`config.mk`:
```
export PLATFORM = sky130hd
export DESIGN_NAME = pic_ctrl
export DESIGN_NICKNAME = d
export VERILOG_FILES = /design/src/common/pic_pkg.sv /design/src/hdl/pic_ctrl.sv
export SDC_FILE = /design/constraint.sdc
export NUM_CORES = 1
export LEC_CHECK = 0
export ABC_AREA = 1
export BUFFER_PORTS_ARGS = -buffer_cell sky130_fd_sc_hd__buf_2
export CAP_MARGIN = 20
export CORE_ASPECT_RATIO = 1.1
export CORE_MARGIN = 3
export CORE_UTILIZATION = 56
export DETAILED_ROUTE_END_ITERATION = 12
export HOLD_SLACK_MARGIN = 0.12
export PLACE_DENSITY = 0.85
export REMOVE_ABC_BUFFERS = 1
export SKIP_LAST_GASP = 1
export SLEW_MARGIN = 15
export SYNTH_ARGS = -nofsm -noshare
export SYNTH_HDL_FRONTEND = slang
export SYNTH_SLANG_ARGS = --single-unit
```
`constraint.sdc`:
```
create_clock -name clk -period 5.95 [get_ports clk]
set_input_delay 0.595 -clock clk [delete_from_list [all_inputs] [get_ports clk]]
set_output_delay 0.595 -clock clk [all_outputs]
set_load 0.1 [all_outputs]
```
`src/common/pic_pkg.sv`:
```
package pic_pkg;
   localparam int NUM_SRC = 20;
   localparam logic [6:0] VEC_NMI = 7'h07;
   localparam logic [6:0] VEC_BASE = 7'h48;
   localparam logic [15:0] VADDR_STEP = 16'h0004;
   localparam logic [2:0] LVL_NMI = 3'h7;
   localparam logic [2:0] LVL_RESET = 3'h7;
   localparam int IDX_CH0 = 8;
   localparam int IDX_CH1 = 12;
   localparam int IDX_RSV_HI = 16;
   localparam logic [1:0] MODE_ZERO = 2'h0;
   localparam logic [1:0] MODE_TWO = 2'h2;
   localparam logic [3:0] DTC_MASK = 4'h6;
   localparam logic [7:0] REG_MODE = 8'h00;
   localparam logic [7:0] REG_GRP_J = 8'h04;
   localparam logic [7:0] REG_GRP_K = 8'h08;
   localparam logic [7:0] REG_ENABLE = 8'h0c;
   localparam logic [7:0] REG_PEND = 8'h10;
   localparam logic [7:0] REG_STATUS = 8'h14;
   localparam logic [7:0] REG_MASK = 8'h18;
   localparam logic [7:0] REG_LAST = 8'h1c;
   typedef enum logic [0:0] {
      PIC_IDLE = 1'b0,
      PIC_WAIT = 1'b1
   } pic_state_t;
   typedef struct packed {
      logic [6:0] vec;
      logic [15:0] vaddr;
      logic [2:0] lvl;
      logic nmi;
      logic data_transfer_controller;
   } pic_accept_t;
endpackage : pic_pkg

```
`src/hdl/pic_ctrl.sv`:
```
// The implementer's own choices: the address map and the plain strobed port.
`timescale 1ns/100ps
// Functional notes
// - Non-maskable request accepted always, except during reset or hardware standby.
// - Every pin and peripheral source except the non-maskable pin has an enable bit gating it.
// - Mode field: 00 is mode 0, 10 is mode 2; low bit never set.
// - Mode 0: mask bit 1 leaves only the non-maskable request eligible.
// - Mode 2: each source group has a three-bit level, eight levels.
// - Mode 2: highest level wins, only when strictly above mask level.
// - Mode 2: single mask bit plays no part in gating.
// - Equal levels resolved by fixed vector-table order; vector number produced.
// - Losing requests stay pending until they win later.
// - Mode 2 acceptance forces the single mask bit to one.
// - Vector address is lower 16 bits of the handler pointer location.
// - Channel 0 uses vectors 80 to 83 from address 0140.
// - Channel 1 uses vectors 84 to 87 from address 0150.
// - Mode 2 acceptance clears trace bit and loads mask level.
// - Mode 0 acceptance sets the single mask bit.
// - Exception handling begins only after the current instruction completes.
module pic_ctrl
   import pic_pkg::*;
(
   // Clock and reset
   input wire logic clk,
   input wire logic rstn,
   input wire logic standby,
   // Register port
   input wire logic [7:0] addr,
   input wire logic [31:0] wdata,
   input wire logic wr,
   input wire logic rd,
   output logic [31:0] rdata,
   // Request sources, from pins
   input wire logic nmi_pin,
   input wire logic [NUM_SRC-1:0] src_req,
   // CPU side
   input wire logic insn_end,
   input wire logic cpu_mask_bit,
   input wire logic [2:0] mask_level_field,
   output logic accept,
   output pic_accept_t acc,
   output logic set_mask_bit,
   output logic clr_trace,
   output logic load_level,
   output logic [2:0] new_level,
   output logic dtc_req,
   // Interrupt
   output logic irq
);
   logic rst1_q, rst_q;
   logic [1:0] nmi_s_q;
   logic [NUM_SRC-1:0] src1_q, src_q;
   logic nmi_prev_q, nmi_pend_q;
   logic [1:0] mode_q;
   logic [2:0] grp_j_q, grp_k_q;
   logic [NUM_SRC-1:0] en_q;
   logic [1:0] stat_q, mask_q;
   pic_state_t state_q;
   pic_accept_t held_q;
   logic [NUM_SRC-1:0] live;
   logic cand;
   logic [4:0] win;
   logic [2:0] win_lvl;
   logic nmi_edge, go, take, fire, stby;
   logic [1:0] stby_s_q;
   pic_accept_t pick;

   always_ff @(posedge clk or negedge rstn) begin
      if (!rstn) begin
         rst1_q <= 1'b0;
         rst_q <= 1'b0;
      end else begin
         rst1_q <= 1'b1;
         rst_q <= rst1_q;
      end
   end

   always_ff @(posedge clk or negedge rst_q) begin
      if (!rst_q) begin
         nmi_s_q <= 2'h0;
         src1_q <= '0;
         src_q <= '0;
      end else begin
         nmi_s_q <= {nmi_s_q[0], nmi_pin};
         src1_q <= src_req;
         src_q <= src1_q;
      end
   end

   // Standby pin is asynchronous
   always_ff @(posedge clk or negedge rst_q) begin
      if (!rst_q) begin
         stby_s_q <= 2'h0;
      end else begin
         stby_s_q <= {stby_s_q[0], standby};
      end
   end
   assign stby = stby_s_q[1];

   // Non-maskable edge latched until taken into the wait state; standby clears it
   assign nmi_edge = nmi_s_q[1] & ~nmi_prev_q;
   always_ff @(posedge clk or negedge rst_q) begin
      if (!rst_q) begin
         nmi_prev_q <= 1'b0;
      end else begin
         nmi_prev_q <= nmi_s_q[1];
      end
   end

   always_ff @(posedge clk or negedge rst_q) begin
      if (!rst_q) begin
         nmi_pend_q <= 1'b0;
      end else begin
         if (stby) begin
            nmi_pend_q <= 1'b0;
         end else if (nmi_edge) begin
            nmi_pend_q <= 1'b1;
         end else if (take && pick.nmi) begin
            nmi_pend_q <= 1'b0;
         end
      end
   end

   // Enabled channel sources 8 to 15 stay live while held; all other sources read as zero
   always_comb begin
      live = src_q & en_q;
      live[IDX_CH0-1:0] = '0;
      live[NUM_SRC-1:IDX_RSV_HI] = '0;
   end

   // Lowest index has top default rank
   always_comb begin
      cand = 1'b0;
      win = '0;
      win_lvl = '0;
      for (int i = 0; i < NUM_SRC; i++) begin
         logic [2:0] l;
         l = (i < IDX_CH1) ? grp_j_q : grp_k_q;
         if (live[i] && (!cand || l > win_lvl)) begin
            cand = 1'b1;
            win = 5'(i);
            win_lvl = l;
         end
      end
   end

   always_comb begin
      pick = '0;
      go = 1'b0;
      if (nmi_pend_q && !stby) begin
         go = 1'b1;
         pick.nmi = 1'b1;
         pick.vec = VEC_NMI;
         pick.lvl = LVL_NMI;
      end else if (cand) begin
         if (mode_q == MODE_TWO) begin
            go = win_lvl > mask_level_field;
         end else begin
            go = !cpu_mask_bit;
         end
         pick.vec = VEC_BASE + 7'(win);
         pick.lvl = win_lvl;
         pick.data_transfer_controller = (win >= 5'(IDX_CH0)) && DTC_MASK[win[1:0]];
      end
      pick.vaddr = 16'(pick.vec) * VADDR_STEP;
   end

   // Skip the cycle in which accept is high, while the CPU updates its masks
   assign take = go && (state_q == PIC_IDLE) && !accept;
   assign fire = (state_q == PIC_WAIT) && insn_end;

   always_ff @(posedge clk or negedge rst_q) begin
      if (!rst_q) begin
         state_q <= PIC_IDLE;
         held_q <= '0;
      end else begin
         case (state_q)
            PIC_IDLE: begin
               if (take) begin
                  held_q <= pick;
                  state_q <= PIC_WAIT;
               end
            end
            PIC_WAIT: begin
               if (insn_end) begin
                  state_q <= PIC_IDLE;
               end
            end
            default: state_q <= PIC_IDLE;
         endcase
      end
   end

   always_ff @(posedge clk or negedge rst_q) begin
      if (!rst_q) begin
         accept <= 1'b0;
      end else begin
         accept <= fire;
      end
   end

   always_ff @(posedge clk or negedge rst_q) begin
      if (!rst_q) begin
         acc <= '0;
      end else begin
         acc <= held_q;
      end
   end

   always_ff @(posedge clk or negedge rst_q) begin
      if (!rst_q) begin
         set_mask_bit <= 1'b0;
      end else begin
         set_mask_bit <= fire;
      end
   end

   always_ff @(posedge clk or negedge rst_q) begin
      if (!rst_q) begin
         clr_trace <= 1'b0;
      end else begin
         clr_trace <= fire && mode_q == MODE_TWO;
      end
   end

   always_ff @(posedge clk or negedge rst_q) begin
      if (!rst_q) begin
         load_level <= 1'b0;
      end else begin
         load_level <= fire && mode_q == MODE_TWO;
      end
   end

   always_ff @(posedge clk or negedge rst_q) begin
      if (!rst_q) begin
         new_level <= '0;
      end else begin
         new_level <= held_q.nmi ? LVL_NMI : held_q.lvl;
      end
   end

   always_ff @(posedge clk or negedge rst_q) begin
      if (!rst_q) begin
         dtc_req <= 1'b0;
      end else begin
         dtc_req <= fire && held_q.data_transfer_controller;
      end
   end

   // Mode register, low bit never stored
   always_ff @(posedge clk or negedge rst_q) begin
      if (!rst_q) begin
         mode_q <= MODE_ZERO;
      end else if (wr && addr == REG_MODE) begin
         mode_q <= {wdata[1], 1'b0};
      end
   end

   // Registers
   always_ff @(posedge clk or negedge rst_q) begin
      if (!rst_q) begin
         grp_j_q <= LVL_RESET;
         grp_k_q <= LVL_RESET;
         en_q <= '0;
         mask_q <= '0;
      end else if (wr) begin
         case (addr)
            REG_GRP_J: grp_j_q <= wdata[2:0];
            REG_GRP_K: grp_k_q <= wdata[2:0];
            REG_ENABLE: en_q <= wdata[NUM_SRC-1:0];
            REG_MASK: mask_q <= wdata[1:0];
            default: ;
         endcase
      end
   end

   // Status bit 0: accept, bit 1: nmi accept
   always_ff @(posedge clk or negedge rst_q) begin
      if (!rst_q) begin
         stat_q <= '0;
      end else begin
         stat_q <= (stat_q & ~((wr && addr == REG_STATUS) ? wdata[1:0] : 2'h0))
                   | {accept & acc.nmi, accept};
      end
   end
   assign irq = |(stat_q & mask_q);

   always_ff @(posedge clk or negedge rst_q) begin
      if (!rst_q) begin
         rdata <= '0;
      end else if (rd) begin
         case (addr)
            REG_MODE: rdata <= {30'h0, mode_q};
            REG_GRP_J: rdata <= {29'h0, grp_j_q};
            REG_GRP_K: rdata <= {29'h0, grp_k_q};
            REG_ENABLE: rdata <= {12'h0, en_q};
            REG_PEND: rdata <= {11'h0, nmi_pend_q, live};
            REG_STATUS: rdata <= {30'h0, stat_q};
            REG_MASK: rdata <= {30'h0, mask_q};
            REG_LAST: rdata <= {9'h0, held_q.vec, held_q.vaddr};
            default: rdata <= '0;
         endcase
      end else begin
         rdata <= '0;
      end
   end
endmodule : pic_ctrl

```
==> metrics.txt <==
Cells after Synth=506; post-route ant nets=0; Clock Skew=0.00712 ns; clk buf depth=2; hold slack=0.228 ns; Post-synth EDFFs=0; total die area=0.0100 mm2; #FFs+latches synth=106; final hold vios=0; sequential fraction of the synthesis area=53.7%; Pleak=3.38 nW; Rows=35; Pre-antenna DRT Iters=6; placed instance count=731; Slew Limit Headroom=37.0%; failing checks=negative setup slack; CP peak stage delay=0.42 ns; layout cells sized above 1=40.8%; CP max FO=6; r2r setup slk=-0.17 ns; Cell variety after synth=41; GRT Total Usage=24.4%; actual slew at the worst max-slew pin=0.945 ns; Initial Utilization=58.3%; worst-case reg-to-reg path depth=50; n_diodes=0; Final Cycle Share=103%; DR iter-0 viols=260; CTS tree=done; pin count of the biggest net entering global routing=80; Reg2Reg Capture Point=held_q[2]$_DFFE_PN0P_; WL per Instance=16.1 um; grt ovf=0; commonest cells after routing, fill and taps aside=nand2_1 (103), dfrtp_1 (99), buf_2 (94); htree depth=3; io pins=140; first-pass GRT wire length=19200 um; initial antenna violation count=0; met1 Use GR=28.4%; core area=0.00850 mm2; detailed placement HPWL=8360 um; port bufs=94; # DRC=0; clock sink total=106; Die H=105 um; GR peak layer=met2; critical path arrival=6.40 ns; vias in the first global route=4144; Reg-to-Reg Start=en_q[10]$_DFFE_PN0P_; CTS buffer count=9; Layout Utilization=74.9%; Syn-to-layout area delta=28.5%; Placer Congestion=0.917; total wire length=12400 um; crit start category=flip-flop; GR Util met2=42.6%; worst endpoint required time=6.23 ns; clock-pin slew on the worst setup and hold paths=0.11 ns; Tot Pwr=2.09 mW; Worst Hold Class=flip-flop to asynchronous set/reset pin; commonest non-fill, non-tap cell in the layout=nand2_1; Mapped Area=0.00495 mm2; fmax=163 MHz; Finished Layout Cells=773; Worst Setup End Kind=flip-flop; Crit Path Category=flip-flop to flip-flop; ys async rst share=100%; filler instances=551; Vias=4109; worst path bufs/invs=7; pwr dens=329 mW/mm2; nets=749; final slew viol count=0; setup ws final=-0.174 ns; Main synth FF type=dfrtp_1; final setup violation count=11; Worst path slowest cell=dfrtp_1; min cycle time layout=6.12 ns; Clock Tree Root=clkbuf_8; clk_lat worst skew=0.37 ns; worst vdd ir=0.182 mV; area occupied by multi-input gates=0.00222 mm2; Yosys Warn Count=0; status=complete, but fails checks; Max Cap Viol=0; vias per inst=5.32; die width=95.7 um; most frequent CP cell=nand2_2; delay-heaviest family, CP=simple AND/OR/NAND/NOR gates; RSZ-0062 raised after global routing=true; met3 GRT Util=5.62%; FF/Latch Area=0.00266 mm2; syn_area_per_cell=9.79 um2
==> cell type report <==
type	count	area share (%)
Clock inverter	6	0.963
Clock buffer	10	2.01
Tap cell	111	2.18
Multi-Input combinational cell	333	34.9
Timing Repair Buffer	155	15.0
Inverter	52	3.11
Sequential cell	106	41.9
==> metal layers <==
metal / up-vias / wire length (um)
met4: 0 / 453
met3: 43 / 813
li1: 1891 / -
met5: - / 0
met2: 187 / 6750
met1: 1988 / 4400
==> where the power goes <==
| group | switching, mW | leakage, nW | internal, mW |
|---|---|---|---|
| sequential | 0.0602 | 1.32 | 0.812 |
| combinational | 0.651 | 1.97 | 0.145 |
| clock | 0.262 | 0.0922 | 0.163 |
| total | 0.973 | 3.38 | 1.12 |
==> registers in the layout, indices dropped and copies added, names as in the netlist <==
register	cells
held_q	11
grp_j_q	3
set_mask_bit	1
src1_q	8
stat_q	2
dtc_req	1
stby_s_q	2
en_q	20
grp_k_q	3
rdata	22
mask_q	2
rst_q	1
nmi_prev_q	1
acc	11
rst1_q	1
load_level	1
mode_q	1
nmi_s_q	2
nmi_pend_q	1
state_q	1
new_level	3
src_q	8
==> what timing repair did <==
action	4_1_cts	5_1_grt
setup endpoints to repair	12	12
resized for setup	30	55
buffers inserted	16	9
endpoints found under the hold margin	2	0
pin swaps	36	39
hold buffers	1	0
==> stage by stage <==
stage	instance area [um2]	TNS [ns]	setup slack (ns)
floorplan	4760	0	0.288
finish	6360	-0.730	-0.174
CTS	6060	-0.499	-0.102
global placement	5640	-1.47	-0.153
detailed placement	5640	-4.80	-0.443
global route	6360	-4.81	-0.498
==> worst max path at each step <==
stage                     slack (ns)                  from                     to  cells after the start
after floorplan                 0.29  en_q[10]$_DFFE_PN0P_  held_q[2]$_DFFE_PN0P_                     51
after global placement         -0.15  en_q[10]$_DFFE_PN0P_  held_q[1]$_DFFE_PN0P_                     50
after detailed placement       -0.44  en_q[10]$_DFFE_PN0P_  held_q[4]$_DFFE_PN0P_                     49
after CTS                      -0.10   src_q[10]$_DFF_PN0_  held_q[2]$_DFFE_PN0P_                     51
after global routing           -0.50  en_q[10]$_DFFE_PN0P_  held_q[2]$_DFFE_PN0P_                     49
final                          -0.17  en_q[10]$_DFFE_PN0P_  held_q[2]$_DFFE_PN0P_                     50
==> logic make-up (layout without fill, tap and decap cells) <==
family / Yosys count / count (layout) / share of synthesized area [%]
AND/OR/NAND/NOR: 199 / 199 / 18.4
flip-flops: 106 / 106 / 53.7
buffers and inverters: 87 / 223 / 9.30
AO/OA/AOI/OAI: 73 / 73 / 8.03
adder cells (fa/ha/maj): 21 / 21 / 5.30
multiplexers: 18 / 18 / 5.15
other: 2 / 22 / 0.152
==> Yosys cell counts, types with 2 or more instances <==
master | count | area (um2)
conb_1 | 2 | 7.51
buf_6 | 3 | 33.8
dfstp_2 | 6 | 158
nand4_1 | 2 | 12.5
nand2_4 | 3 | 33.8
nor3_1 | 4 | 20.0
o22ai_1 | 4 | 25.0
mux2_2 | 4 | 45.0
ha_1 | 21 | 263
nand2_2 | 5 | 31.3
or2_2 | 2 | 12.5
nor3_2 | 2 | 20.0
inv_2 | 3 | 11.3
buf_4 | 29 | 218
buf_2 | 2 | 10.0
mux2_4 | 14 | 210
nand2_1 | 123 | 462
a221oi_1 | 2 | 17.5
o21ai_1 | 3 | 15.0
or2_1 | 2 | 12.5
a21oi_1 | 34 | 170
inv_1 | 49 | 184
nand3_1 | 19 | 95.1
dfrtp_1 | 100 | 2500
o21ai_0 | 23 | 115
nor3b_1 | 4 | 30.0
a31oi_1 | 2 | 12.5
nand3_2 | 2 | 20.0
nor2_1 | 25 | 93.8
(Power assumes the default switching activity.)
